### config.mk
export PLATFORM = sky130hd
export DESIGN_NAME = mic_top
export DESIGN_NICKNAME = d
export VERILOG_FILES = /design/src/rtl/mic_pkg.sv /design/src/rtl/mic_top.sv
export SDC_FILE = /design/constraint.sdc
export NUM_CORES = 1
export LEC_CHECK = 0
export ABC_CLOCK_PERIOD_IN_PS = 1700
export BUFFER_PORTS_ARGS = -buffer_cell sky130_fd_sc_hd__buf_4
export CAP_MARGIN = 25
export CORE_ASPECT_RATIO = 1.4
export CORE_MARGIN = 3
export CORE_UTILIZATION = 52
export CTS_CLUSTER_DIAMETER = 80
export DETAILED_ROUTE_END_ITERATION = 16
export PLACE_DENSITY = 0.77
export SYNTH_ARGS = -nofsm -noshare
export SYNTH_HDL_FRONTEND = slang
export SYNTH_SLANG_ARGS = --single-unit
### constraint.sdc
create_clock -name pclk -period 1.7 [get_ports pclk]
set_clock_uncertainty 0.1 [all_clocks]
set_input_delay 0.34 -clock pclk [delete_from_list [all_inputs] [get_ports pclk]]
set_output_delay 0.34 -clock pclk [all_outputs]
set_load 0.02 [all_outputs]
### src/rtl/mic_pkg.sv
// mic_pkg: constants and carrier types of the interrupt controller.
// assumes APB register access, 32-bit data, one word per register.
`default_nettype none
package mic_pkg;
    // register byte offsets
    localparam logic [7:0] OFS_CTL0 = 8'h00;
    localparam logic [7:0] OFS_CTL1 = 8'h04;
    localparam logic [7:0] OFS_GRP0 = 8'h08;
    localparam logic [7:0] OFS_GRP1 = 8'h0C;
    localparam logic [7:0] OFS_EDGE = 8'h10;
    localparam logic [7:0] OFS_CFG = 8'h14;
    localparam logic [7:0] OFS_STAT = 8'h18;
    // writable bits per register (others read zero)
    localparam logic [7:0] MSK_CTL0 = 8'h7F;
    localparam logic [7:0] MSK_CTL1 = 8'h77;
    localparam logic [7:0] MSK_GRP0 = 8'hFF;
    localparam logic [7:0] MSK_GRP1 = 8'h77;
    localparam logic [7:0] MSK_EDGE = 8'h0F;
    localparam logic [7:0] MSK_CFG = 8'h03;
    localparam logic [7:0] RST_VAL = 8'h00;
    // control 0 fields
    localparam int B_GIE = 0;
    localparam int B_P0_EN = 1;
    localparam int B_P1_EN = 2;
    localparam int B_T0_EN = 3;
    localparam int B_P0_F = 4;
    localparam int B_P1_F = 5;
    localparam int B_T0_F = 6;
    // control 1 fields
    localparam int B_T1_EN = 0;
    localparam int B_SER_EN = 1;
    localparam int B_GRP_EN = 2;
    localparam int B_T1_F = 4;
    localparam int B_SER_F = 5;
    localparam int B_GRP_F = 6;
    // group register layout: flags sit four above their enables
    localparam int GRP_FLAG_OFS = 4;
    // configuration fields
    localparam int B_FILT_ON = 0;
    localparam int B_PERIPH_ASSIGN = 1;
    // edge selector codes
    localparam logic [1:0] EDGE_OFF = 2'h0;
    localparam logic [1:0] EDGE_RISE = 2'h1;
    localparam logic [1:0] EDGE_FALL = 2'h2;
    localparam logic [1:0] EDGE_BOTH = 2'h3;
    // vectors
    localparam logic [7:0] VEC_PIN0 = 8'h04;
    localparam logic [7:0] VEC_PIN1 = 8'h08;
    localparam logic [7:0] VEC_TMR0 = 8'h0C;
    localparam logic [7:0] VEC_TMR1 = 8'h10;
    localparam logic [7:0] VEC_SER = 8'h14;
    localparam logic [7:0] VEC_GRP = 8'h18;
    // default noise filter settle length in cycles
    localparam int FILT_CYC = 4;
    // one-cycle event pulses from internal peripherals
    typedef struct packed {
        logic timer_zero_ovf;
        logic timer_one_ovf;
        logic serial_done;
        logic conversion_done;
        logic timebase_zero;
        logic timebase_one;
        logic comparator_change;
        logic nvm_done;
        logic low_voltage;
    } mic_src_t;
    // service request to the core sequencer
    typedef struct packed {
        logic take;
        logic [7:0] vector;
    } mic_svc_t;
endpackage
`default_nettype wire

### src/rtl/mic_top.sv
// mic_top: prioritised vectored interrupt controller with APB registers.
// assumes the core sequencer pushes the program counter on svc.take and
// loads svc.vector; pins are asynchronous, events are on pclk.
`timescale 1ns/1ns
`default_nettype none

// Behaviour
// RULE1: enabled pending requests serviced at next tick
// RULE2: fixed priority, vectors 04H to 18H
// RULE3: group sources keep flags, share group flag
// RULE4: group service clears only group flag
// RULE5: control 0 bit 0 is global enable
// RULE6: control 0 layout, bit 7 zero
// RULE7: control 1 layout, bits 7,3 zero
// RULE8: group 0 flags 7..4, enables 3..0
// RULE9: group 1 layout, bits 7,3 zero
// RULE10: pin flag on edge; vector needs enables
// RULE11: two-bit edge select per pin
// RULE12: pin service clears flag and global enable
// RULE13: software enables and sets pin as input
// RULE14: pull-high kept in interrupt use
// RULE15: one filter option for all pins; the peripheral pin always bypasses it
// RULE16: peripheral pin falling edge, assign option
// RULE17: peripheral via group; its flag stays
// RULE18: timer overflow sets flag, vectors 0CH/10H
// RULE19: timer service clears flag and global enable
// RULE20: service pushes counter and loads vector
// RULE21: stack full blocks; disabled requests stay pending
// RULE22: group flag set by enabled source flag
module mic_top #(
    parameter int FILT_LEN = mic_pkg::FILT_CYC
) (
    input wire logic pclk,
    input wire logic presetn,
    input wire logic psel,
    input wire logic penable,
    input wire logic pwrite,
    input wire logic [7:0] paddr,
    input wire logic [31:0] pwdata,
    output logic [31:0] prdata,
    output logic pready,
    output logic pslverr,
    input wire logic ext_irq_pin_zero,
    input wire logic ext_irq_pin_one,
    input wire logic periph_irq_pin,
    input wire logic [1:0] timer_pin,
    output logic [1:0] timer_pin_filt,
    input wire logic [2:0] pull_high_sel,
    output logic [2:0] pull_high_en,
    input wire mic_pkg::mic_src_t src,
    input wire logic second_phase_tick,
    input wire logic stack_full,
    output mic_pkg::mic_svc_t svc
);
    localparam int NPIN = 5;
    localparam int CW = $clog2(FILT_LEN + 1);

    if (FILT_LEN < 1) begin : g_chk
        $error("FILT_LEN must be at least 1");
    end

    logic [7:0] ctl0_r;
    logic [7:0] ctl1_r;
    logic [7:0] grp0_r;
    logic [7:0] grp1_r;
    logic [7:0] edge_r;
    logic [7:0] cfg_r;
    logic [7:0] last_vec_r;
    logic [31:0] prdata_r;
    logic take_r;
    logic [7:0] vec_r;
    logic [2:0] pull_r;

    logic [NPIN-1:0] pin_raw;
    logic [NPIN-1:0] pin_clean;
    logic [NPIN-1:0] pin_prev_r;

    logic wr_en;
    logic rd_en;
    logic addr_ok;
    logic [7:0] wdat;
    logic filt_on;
    logic p0_hit;
    logic p1_hit;
    logic pp_hit;
    logic [7:0] set0;
    logic [7:0] set1;
    logic [7:0] setg0;
    logic [7:0] setg1;
    logic [7:0] clr0;
    logic [7:0] clr1;
    logic grp_set;
    logic take;
    logic [7:0] vec_nxt;
    logic [7:0] svc_clr0;
    logic [7:0] svc_clr1;
    logic rq_p0;
    logic rq_p1;
    logic rq_t0;
    logic rq_t1;
    logic rq_ser;
    logic rq_grp;

    assign pin_raw = {timer_pin, periph_irq_pin,
                      ext_irq_pin_one, ext_irq_pin_zero};
    assign filt_on = cfg_r[mic_pkg::B_FILT_ON];

    // synchroniser per pin and optional noise filter on all but the peripheral pin
    for (genvar i = 0; i < NPIN; i++) begin : g_pin
        logic s1_r;
        logic s2_r;
        logic stab_r;
        logic [CW-1:0] cnt_r;
        // two-stage synchroniser
        always_ff @(posedge pclk or negedge presetn) begin
            if (!presetn) begin
                s1_r <= 1'b0;
                s2_r <= 1'b0;
            end else begin
                s1_r <= pin_raw[i];
                s2_r <= s1_r;
            end
        end
        // filter: accept a level after it holds FILT_LEN cycles
        // one option serves all filtered pins [RULE15]
        always_ff @(posedge pclk or negedge presetn) begin
            if (!presetn) begin
                stab_r <= 1'b0;
                cnt_r <= '0;
            end else if (!filt_on || i == 2) begin
                stab_r <= s2_r; // peripheral pin bypasses filter
                cnt_r <= '0;
            end else if (s2_r == stab_r) begin
                cnt_r <= '0;
            end else if (cnt_r == CW'(FILT_LEN - 1)) begin
                stab_r <= s2_r;
                cnt_r <= '0;
            end else begin
                cnt_r <= cnt_r + CW'(1);
            end
        end
        assign pin_clean[i] = stab_r;
    end

    // previous cleaned level for edge detection
    always_ff @(posedge pclk or negedge presetn) begin
        if (!presetn) begin
            pin_prev_r <= '0;
        end else begin
            pin_prev_r <= pin_clean;
        end
    end

    // filtered timer inputs leave through flops
    always_ff @(posedge pclk or negedge presetn) begin
        if (!presetn) begin
            timer_pin_filt <= 2'h0;
        end else begin
            timer_pin_filt <= pin_clean[4:3]; // [RULE15]
        end
    end

    // edge detection against the selector code
    function automatic logic edge_hit(
        input logic [1:0] sel,
        input logic now,
        input logic prev
    );
        logic r;
        r = 1'b0;
        case (sel)
            mic_pkg::EDGE_RISE: r = now & ~prev;
            mic_pkg::EDGE_FALL: r = ~now & prev;
            mic_pkg::EDGE_BOTH: r = now ^ prev;
            default: r = 1'b0;
        endcase
        return r;
    endfunction

    // pin zero at 1..0, pin one at 3..2 [RULE11]
    assign p0_hit = edge_hit(edge_r[1:0], pin_clean[0], pin_prev_r[0]);
    assign p1_hit = edge_hit(edge_r[3:2], pin_clean[1], pin_prev_r[1]);
    // falling edge only when the pin is assigned [RULE16]
    assign pp_hit = cfg_r[mic_pkg::B_PERIPH_ASSIGN]
                  & ~pin_clean[2] & pin_prev_r[2];

    // hardware set vectors, per register
    always_comb begin
        set0 = 8'h00;
        set1 = 8'h00;
        setg0 = 8'h00;
        setg1 = 8'h00;
        set0[mic_pkg::B_P0_F] = p0_hit; // [RULE10]
        set0[mic_pkg::B_P1_F] = p1_hit; // [RULE10]
        set0[mic_pkg::B_T0_F] = src.timer_zero_ovf; // [RULE18]
        set1[mic_pkg::B_T1_F] = src.timer_one_ovf; // [RULE18]
        set1[mic_pkg::B_SER_F] = src.serial_done;
        // own flags of the group sources [RULE3] [RULE8] [RULE9]
        setg0[7] = pp_hit;
        setg0[6] = src.timebase_one;
        setg0[5] = src.timebase_zero;
        setg0[4] = src.conversion_done;
        setg1[6] = src.low_voltage;
        setg1[5] = src.nvm_done;
        setg1[4] = src.comparator_change;
        // shared flag from any enabled group source [RULE22] [RULE3]
        grp_set = |(setg0[7:4] & grp0_r[3:0])
                | |(setg1[6:4] & grp1_r[2:0]);
        set1[mic_pkg::B_GRP_F] = grp_set;
    end

    // eligible requests: flag and own enable; global enable is applied at arbitration
    assign rq_p0 = ctl0_r[mic_pkg::B_P0_F] & ctl0_r[mic_pkg::B_P0_EN];
    assign rq_p1 = ctl0_r[mic_pkg::B_P1_F] & ctl0_r[mic_pkg::B_P1_EN];
    assign rq_t0 = ctl0_r[mic_pkg::B_T0_F] & ctl0_r[mic_pkg::B_T0_EN];
    assign rq_t1 = ctl1_r[mic_pkg::B_T1_F] & ctl1_r[mic_pkg::B_T1_EN];
    assign rq_ser = ctl1_r[mic_pkg::B_SER_F] & ctl1_r[mic_pkg::B_SER_EN];
    assign rq_grp = ctl1_r[mic_pkg::B_GRP_F] & ctl1_r[mic_pkg::B_GRP_EN];

    // arbitration at the phase tick, fixed priority [RULE1] [RULE2]
    always_comb begin
        take = 1'b0;
        vec_nxt = 8'h00;
        svc_clr0 = 8'h00;
        svc_clr1 = 8'h00;
        // global enable gates all; stack full holds off [RULE5] [RULE21]
        if (second_phase_tick && ctl0_r[mic_pkg::B_GIE] && !stack_full) begin
            take = rq_p0 | rq_p1 | rq_t0 | rq_t1 | rq_ser | rq_grp;
            if (rq_p0) begin
                vec_nxt = mic_pkg::VEC_PIN0;
                svc_clr0[mic_pkg::B_P0_F] = 1'b1; // [RULE12]
            end else if (rq_p1) begin
                vec_nxt = mic_pkg::VEC_PIN1;
                svc_clr0[mic_pkg::B_P1_F] = 1'b1; // [RULE12]
            end else if (rq_t0) begin
                vec_nxt = mic_pkg::VEC_TMR0;
                svc_clr0[mic_pkg::B_T0_F] = 1'b1; // [RULE19]
            end else if (rq_t1) begin
                vec_nxt = mic_pkg::VEC_TMR1;
                svc_clr1[mic_pkg::B_T1_F] = 1'b1; // [RULE19]
            end else if (rq_ser) begin
                vec_nxt = mic_pkg::VEC_SER;
                svc_clr1[mic_pkg::B_SER_F] = 1'b1;
            end else if (rq_grp) begin
                vec_nxt = mic_pkg::VEC_GRP;
                // source flags untouched [RULE4] [RULE17]
                svc_clr1[mic_pkg::B_GRP_F] = 1'b1;
            end
            // any service stops nesting [RULE12] [RULE19]
            svc_clr0[mic_pkg::B_GIE] = take;
        end
    end

    // apb decode
    assign wr_en = psel & penable & pwrite;
    assign rd_en = psel & ~penable & ~pwrite;
    assign wdat = pwdata[7:0];
    always_comb begin
        if (paddr == mic_pkg::OFS_CTL0) begin
            addr_ok = 1'b1;
        end else if (paddr == mic_pkg::OFS_CTL1) begin
            addr_ok = 1'b1;
        end else if (paddr == mic_pkg::OFS_GRP0) begin
            addr_ok = 1'b1;
        end else if (paddr == mic_pkg::OFS_GRP1) begin
            addr_ok = 1'b1;
        end else if (paddr == mic_pkg::OFS_EDGE) begin
            addr_ok = 1'b1;
        end else if (paddr == mic_pkg::OFS_CFG) begin
            addr_ok = 1'b1;
        end else if (paddr == mic_pkg::OFS_STAT) begin
            addr_ok = 1'b1;
        end else begin
            addr_ok = 1'b0;
        end
    end
    assign pready = 1'b1;
    assign pslverr = psel & penable & ~addr_ok;

    // combined clear: service clears, hardware set still wins
    assign clr0 = svc_clr0;
    assign clr1 = svc_clr1;

    // control 0: flags and enables [RULE6] [RULE5]
    always_ff @(posedge pclk or negedge presetn) begin
        if (!presetn) begin
            ctl0_r <= mic_pkg::RST_VAL;
        end else if (wr_en && paddr == mic_pkg::OFS_CTL0) begin
            ctl0_r <= ((wdat & ~clr0) | set0) & mic_pkg::MSK_CTL0;
        end else begin
            ctl0_r <= ((ctl0_r & ~clr0) | set0) & mic_pkg::MSK_CTL0;
        end
    end

    // control 1 [RULE7]
    always_ff @(posedge pclk or negedge presetn) begin
        if (!presetn) begin
            ctl1_r <= mic_pkg::RST_VAL;
        end else if (wr_en && paddr == mic_pkg::OFS_CTL1) begin
            ctl1_r <= ((wdat & ~clr1) | set1) & mic_pkg::MSK_CTL1;
        end else begin
            ctl1_r <= ((ctl1_r & ~clr1) | set1) & mic_pkg::MSK_CTL1;
        end
    end

    // group 0: source flags cleared by software only [RULE8] [RULE4]
    always_ff @(posedge pclk or negedge presetn) begin
        if (!presetn) begin
            grp0_r <= mic_pkg::RST_VAL;
        end else if (wr_en && paddr == mic_pkg::OFS_GRP0) begin
            grp0_r <= (wdat | setg0) & mic_pkg::MSK_GRP0;
        end else begin
            grp0_r <= grp0_r | setg0;
        end
    end

    // group 1 [RULE9] [RULE4]
    always_ff @(posedge pclk or negedge presetn) begin
        if (!presetn) begin
            grp1_r <= mic_pkg::RST_VAL;
        end else if (wr_en && paddr == mic_pkg::OFS_GRP1) begin
            grp1_r <= (wdat | setg1) & mic_pkg::MSK_GRP1;
        end else begin
            grp1_r <= grp1_r | setg1;
        end
    end

    // edge selectors and configuration options
    always_ff @(posedge pclk or negedge presetn) begin
        if (!presetn) begin
            edge_r <= mic_pkg::RST_VAL;
            cfg_r <= mic_pkg::RST_VAL;
        end else if (wr_en && paddr == mic_pkg::OFS_EDGE) begin
            edge_r <= wdat & mic_pkg::MSK_EDGE; // [RULE11]
        end else if (wr_en && paddr == mic_pkg::OFS_CFG) begin
            cfg_r <= wdat & mic_pkg::MSK_CFG; // [RULE15] [RULE16]
        end
    end

    // service pulse and vector to the core sequencer [RULE20]
    always_ff @(posedge pclk or negedge presetn) begin
        if (!presetn) begin
            take_r <= 1'b0;
            vec_r <= 8'h00;
            last_vec_r <= 8'h00;
        end else begin
            take_r <= take;
            if (take) begin
                vec_r <= vec_nxt;
                last_vec_r <= vec_nxt;
            end
        end
    end
    assign svc.take = take_r;
    assign svc.vector = vec_r;

    // pull-high choice passes unchanged in interrupt use [RULE14]
    always_ff @(posedge pclk or negedge presetn) begin
        if (!presetn) begin
            pull_r <= 3'h0;
        end else begin
            pull_r <= pull_high_sel;
        end
    end
    assign pull_high_en = pull_r;

    // read data captured in the setup cycle
    always_ff @(posedge pclk or negedge presetn) begin
        if (!presetn) begin
            prdata_r <= 32'h0;
        end else if (rd_en) begin
            if (paddr == mic_pkg::OFS_CTL0) begin
                prdata_r <= {24'h0, ctl0_r};
            end else if (paddr == mic_pkg::OFS_CTL1) begin
                prdata_r <= {24'h0, ctl1_r};
            end else if (paddr == mic_pkg::OFS_GRP0) begin
                prdata_r <= {24'h0, grp0_r};
            end else if (paddr == mic_pkg::OFS_GRP1) begin
                prdata_r <= {24'h0, grp1_r};
            end else if (paddr == mic_pkg::OFS_EDGE) begin
                prdata_r <= {24'h0, edge_r};
            end else if (paddr == mic_pkg::OFS_CFG) begin
                prdata_r <= {24'h0, cfg_r};
            end else if (paddr == mic_pkg::OFS_STAT) begin
                prdata_r <= {16'h0, 3'h0, pin_clean, last_vec_r};
            end else begin
                prdata_r <= 32'h0;
            end
        end
    end
    assign prdata = prdata_r;
endmodule
`default_nettype wire

==> results of run 1 <==
==> sequential cells by signal, indices dropped and copies added (netlist names) <==
name / flops
g_pin.s2_r: 5
prdata: 13
ctl0_r: 7
ctl1_r: 6
g_pin.cnt_r: 12
grp1_r: 6
grp0_r: 8
take_r: 1
g_pin.s1_r: 5
pin_prev_r: 3
vec_r: 3
g_pin.stab_r: 5
edge_r: 4
timer_pin_filt: 2
cfg_r: 2
pull_high_en: 3
==> cells in the final DEF, fill, tap and decap left out, types with 14 or more instances in the layout <==
cell type    n
conb_1      25
dfrtp_1     84
inv_1       18
clkbuf_8    14
nand3_1     15
buf_4      112
mux2_2      16
nor2_1      28
nand2_1     27
==> area by class of cell <==
type	instances	area [µm²]
fillers	570	2180
well taps	97	121
multi-input cells	248	1780
clock inverters	2	37.5
inverters	18	67.6
clock buffers	14	193
repair buffers	125	985
flip-flops and latches	85	2130
==> cell families (layout without fill, tap and decap cells) <==
kind of cell               count (synthesis)  count (layout)  synth area share (%)
buffers and inverters                     57             159                  7.99
DFF                                       85              85                  52.1
other                                      2              25                 0.184
muxes                                     34              34                  9.98
adders and majority gates                  8               8                  2.45
and+or+nand+nor                          120             120                  16.1
AOI/OAI and AO/OA                         57              57                  10.3
xor gates and xnor gates                   4               4                 0.857
==> metal layers <==
metal | up-vias | track usage [%] | share of wire, %
met5 | - | 0 | 0
met4 | 0 | 10.0 | 3.2
met3 | 22 | 4.63 | 5.0
met2 | 106 | 42.5 | 55
met1 | 1610 | 27.1 | 37
li1 | 1496 | - | -
==> critical path, stage by stage <==
cell,delay [ns]
buf_4,0.12
or4_4,0.55
buf_4,0.18
nor4_4,0.14
buf_6,0.18
mux2_4,0.30
==> stage by stage <==
stage	worst slack, ns	setup TNS (ns)	util (%)	total power, mW	hold slack (ns)
final	0.0333	0	70.9	4.22	0.0767
after global routing	-0.0491	-0.0584	70.9	4.38	0.0663
after CTS	0.00626	0	70.4	4.25	0.0524
after detailed placement	-0.358	-10.76	65.8	2.65	0.155
after global placement	-0.334	-9.74	65.8	2.63	0.148
after floorplan	-0.390	-8.26	-	2.41	-0.0556
==> path summary, 6_finish.rpt <==
| path | endpoint | from | slack, ns |
|---|---|---|---|
| min in group asynchronous | g_pin[2].s1_r | presetn | 0.32 |
| hold reg to reg | g_pin[2].s2_r | g_pin[2].s1_r | 0.25 |
| setup reg to reg | ctl1_r[6] | ctl0_r[1] | 0.07 |
| hold / removal | grp0_r[6] | src[3] | 0.08 |
| setup / recovery | grp1_r[1] | paddr[6] | 0.03 |
| max in group asynchronous | grp0_r[4] | presetn | 0.63 |
==> what timing repair did <==
| action | in CTS | in global routing |
|---|---|---|
| buffers inserted | 1 | 2 |
| pin swaps | 3 | 4 |
| endpoints found under the setup margin | 1 | 17 |
| endpoints found under the hold margin | 28 | 0 |
| hold buffers | 9 | 0 |
| gates resized for setup | 6 | 8 |
==> power breakdown <==
part / switching (mW) / internal [mW] / total (mW)
Clock: 0.699 / 0.880 / 1.58
Sequential: 0.0381 / 2.08 / 2.12
Combinational: 0.291 / 0.231 / 0.523
==> results.cfg, run 1 <==
[floorplanning]
die_height_um = 111
fp.coreArea_mm2 = 0.00750
start_util_pct = 54.5
io_pins = 112
num_rows = 37
dieArea_mm2 = 0.00897
dieWidth_um = 80.9

[grt]
first_global_vias = 3326
antenna_found_initial = 0
grt_pass1_wl_um = 16100
grt_max_degree = 32
grt_overflow_total = 0
track_usage_pct = 23.9

[pwr]
leakage_nw = 2.56
ir_worst_vdd_mv = 0.747
power.density_mw_per_mm2 = 794

[logic_synthesis]
yosys_warnings = 0
seq_area_frac_synth_pct = 52.1
synth_top_area_share_pct = 52.1
synth_cell_type_count = 55
synthArstFlopShare_pct = 100
ys_ff_latch = 85
synth_top_area_cell = dfrtp_1
syn-cell-area_mm2 = 0.00409
synth-main-ff-cell = dfrtp_1
yosysMostFrequentCell = dfrtp_1
synth_edf_count = 0
avgSynthCellArea_um2 = 11.1
synth_commonest_cells = dfrtp_1, nor2_1, nand2_1
netlist_instances = 367
synth_area_leaders = dfrtp_1, mux2_2, buf_4

[worst_hold_path]
hp-class = in2reg
hold_depth = 2

[run_status]
status = finished, final reports clean

[route]
routedWlPerCell_um = 17.5
vias = 3234
postRouteAntennaNets = 0
drt_pass1_iterations = 6
drc = 0
routed_wl_um = 10300
drtIter0Drc = 235
vias_per_cell = 5.49

[placed_design]
dpl_cell_area_mm2 = 0.00494
dp_hpwl_um = 7690
port_buffers = 62
post-place-cells = 563
place_congestion = 0.909

[layout]
final_area_mm2 = 0.00532
n_antenna_cell = 0
num-nets-final = 559
fin_cells = 589
area_delta_synth_final_pct = 30.1
drive_above_1_share_pct = 34.6

[critical_path]
crit_path_start_kind = input port
crit_path_max_fanout = 8
reg2reg_depth = 5
cp.required_ns = 1.84
crit_arrival_ns = 1.81
end_kind = flop
criticalPathCategory = in2reg

[sta]
finalSetupViolCount = 0
final_hold_viol_count = 0
finalCriticalPeriod_ns = 1.67
maxSlewViolCount = 0
timing.final.crit_share_pct = 98.0
fmax_ghz = 0.600

[cts]
numCtsBuffers = 9
root_buffer = clkbuf_8
cts_max_level = 3
numClockSinks = 85
insertion_delay_ns = 0.35
cts.clk_slew.worst_paths_ns = 0.09
clk_path_buf_depth = 2
cts_tree = built

[flow_run]
cap_viol_max_count = 0
Power figures use the tool's default switching activity.
==> inputs of run 2 (changes only) <==
PLACE_DENSITY = 0.83   (was 0.77)
==> run 2 against run 1 <==
The run now ends with negative setup slack left. Wire length rose by 0.34%. Cell area rose by 0.94%. Count of clock-buffer cells in the layout fell by 4. Worst hold slack improved by 0.0048 ns. Flip-flop and latch count did not move. Final cell count rose by 0.68%. Sequential power barely moved. Combinational power barely moved. Highest routed layer unchanged. Largest power group unchanged. Die area did not move. Via count rose by 0.28%. Non-clock buffer count rose by 4.
==> results.cfg, run 2 (synthesized netlist as in run 1, its figures left out) <==
[run_status]
status = finished with violations
failed_checks = negative setup slack

[critical_path]
path_delay_family = simple AND/OR/NAND/NOR gates
crit_path_start_kind = input port
slowest_delay_ns = 0.36
cp.required_ns = 1.26
r2r_end = vec_r[2]
cp_common_cell = buf_4
cp_slowest_cell = or2_2
crit_arrival_ns = 1.29
reg2reg_depth = 5
worstReg2RegStart = ctl1_r[4]
worst-path-buf-inv = 3
criticalPathCategory = in2out
path_cells = buf_4, buf_4, or2_2, nor2_4, a21oi_2, buf_4
crit_path_max_fanout = 3
r2r_setup_slack_ns = 0.11
end_kind = output pin

[pwr]
switchingPower_mw = 1.05
swShare_pct = 24.2
comb_power_share_pct = 12.1
power.density_mw_per_mm2 = 809
clock_power_share_pct = 39.1
leakage_nw = 2.59
ir_worst_vdd_mv = 0.702
internal-power_mw = 3.29
power_frac_seq_pct = 48.8

[grt]
first_global_vias = 3348
track_usage_pct = 24.9
grt_overflow_total = 0
antenna_found_initial = 0
grt_pass1_wl_um = 16900
grt_max_degree = 34

[placed_design]
dp_slack_ns = -0.356
place_congestion = 0.968
dp_hpwl_um = 7670
port_buffers = 62

[cts]
numClockSinks = 85
cts_tree = built
numCtsBuffers = 9
cts_max_level = 3
root_buffer = clkbuf_8
insertion_delay_ns = 0.36
cts.clk_slew.worst_paths_ns = 0.08
clk_path_buf_depth = 2

[route]
drtIter0Drc = 300
drt_pass1_iterations = 5
vias_per_cell = 5.47
vias = 3243
routedWlPerCell_um = 17.4
postRouteAntennaNets = 0
drc = 0
routed_wl_um = 10300

[layout]
final_cell_mix = buf_4, dfrtp_1, nand2_1, nor2_1, conb_1
filler_cell_count = 524
num-nets-final = 563
drive_above_1_share_pct = 34.1
multi_input_area_mm2 = 0.00177
area_delta_synth_final_pct = 31.4
n_antenna_cell = 0
largest_reg_flops = 13
final_common_cell = buf_4
seqCellArea_mm2 = 0.00213

[sta]
maxSlewViolCount = 0
finalCriticalPeriod_ns = 1.73
final_hold_viol_count = 0
rsz0062_at_grt = yes
hold_slack_ns = 0.0815
fmax_ghz = 0.577
finalWorstSetupSlack_ns = -0.0341
finalSetupViolCount = 1
timing.final.crit_share_pct = 102

[floorplanning]
start_util_pct = 54.5
io_pins = 112
dieWidth_um = 80.9
dieArea_mm2 = 0.00897
num_rows = 37
fp.coreArea_mm2 = 0.00750
die_height_um = 111

[worst_hold_path]
min_to = ctl1_r[4]
hold_depth = 2
hp-class = in2reg
hp-start = src[7]

[flow_run]
cap_viol_max_count = 0
## run 2: cell types whose count changed in the layout (fill, tap and decap cells not counted), sizes merged
| cell | previous run | this run |
|---|---|---|
| clkbuf | 14 | 10 |
| clkinv | 0 | 2 |
| bufinv | 1 | 3 |
| buf | 116 | 120 |
## run 2: final cells by class
class                      instances  area share, %
inverter                          18           1.26
clock buffer                      10           2.38
tap                               97           2.26
timing repair buffer             129           19.4
multi-input combinational        248           32.9
sequential                        85           39.6
clock inverter                     6           2.08
## run 2: per-layer routing
metal	global-route usage, %	part of all wire, %	vias to the layer above
li1	-	-	1505
met1	29.4	38	1579
met2	40.9	52	125
met3	4.55	5.4	34
met4	15.3	4.6	0
met5	0	0	-
## run 2: how the worst max path moves through the flow
stage,from,slack [ns],depth (start not counted),endpoint
3_3_place_gp,paddr[7],-0.34,5,edge_r[3]
2_1_floorplan,paddr[4],-0.39,5,ctl0_r[2]
5_1_grt,paddr[7],-0.06,7,pslverr
3_5_place_dp,paddr[6],-0.36,6,grp1_r[0]
6_report,paddr[1],-0.03,6,pslverr
4_1_cts,paddr[7],-0.03,7,pslverr
## run 2: power groups by stage
| stage | Combinational, mW | Clock [mW] | Sequential [mW] |
|---|---|---|---|
| floorplan | 0.230 | 0 | 2.18 |
| global placement | 0.484 | 0 | 2.15 |
| detailed placement | 0.494 | 0 | 2.16 |
| CTS | 0.523 | 1.73 | 2.12 |
| global route | 0.568 | 1.83 | 2.13 |
| finish | 0.525 | 1.70 | 2.12 |
## run 2: timing repair
action / in CTS / in global routing
setup endpoints to repair: 1 / 9
cloned: 0 / 0
hold buffers: 9 / 0
buffers inserted: 7 / 1
hold endpoints to repair: 39 / 0
gates resized for setup: 6 / 4
pin swaps: 3 / 0
## run 2: metrics by stage
stage | TNS (ns) | utilization [%] | cells | total power [mW] | area [µm²]
floorplan | -8.26 | - | 390 | 2.41 | 4210
global placement | -9.21 | 66.0 | 561 | 2.64 | 4950
detailed placement | -10.43 | 66.0 | 561 | 2.65 | 4950
CTS | -0.0319 | 71.3 | 592 | 4.37 | 5350
global route | -0.0737 | 71.6 | 593 | 4.52 | 5370
finish | -0.0341 | 71.6 | 593 | 4.34 | 5370
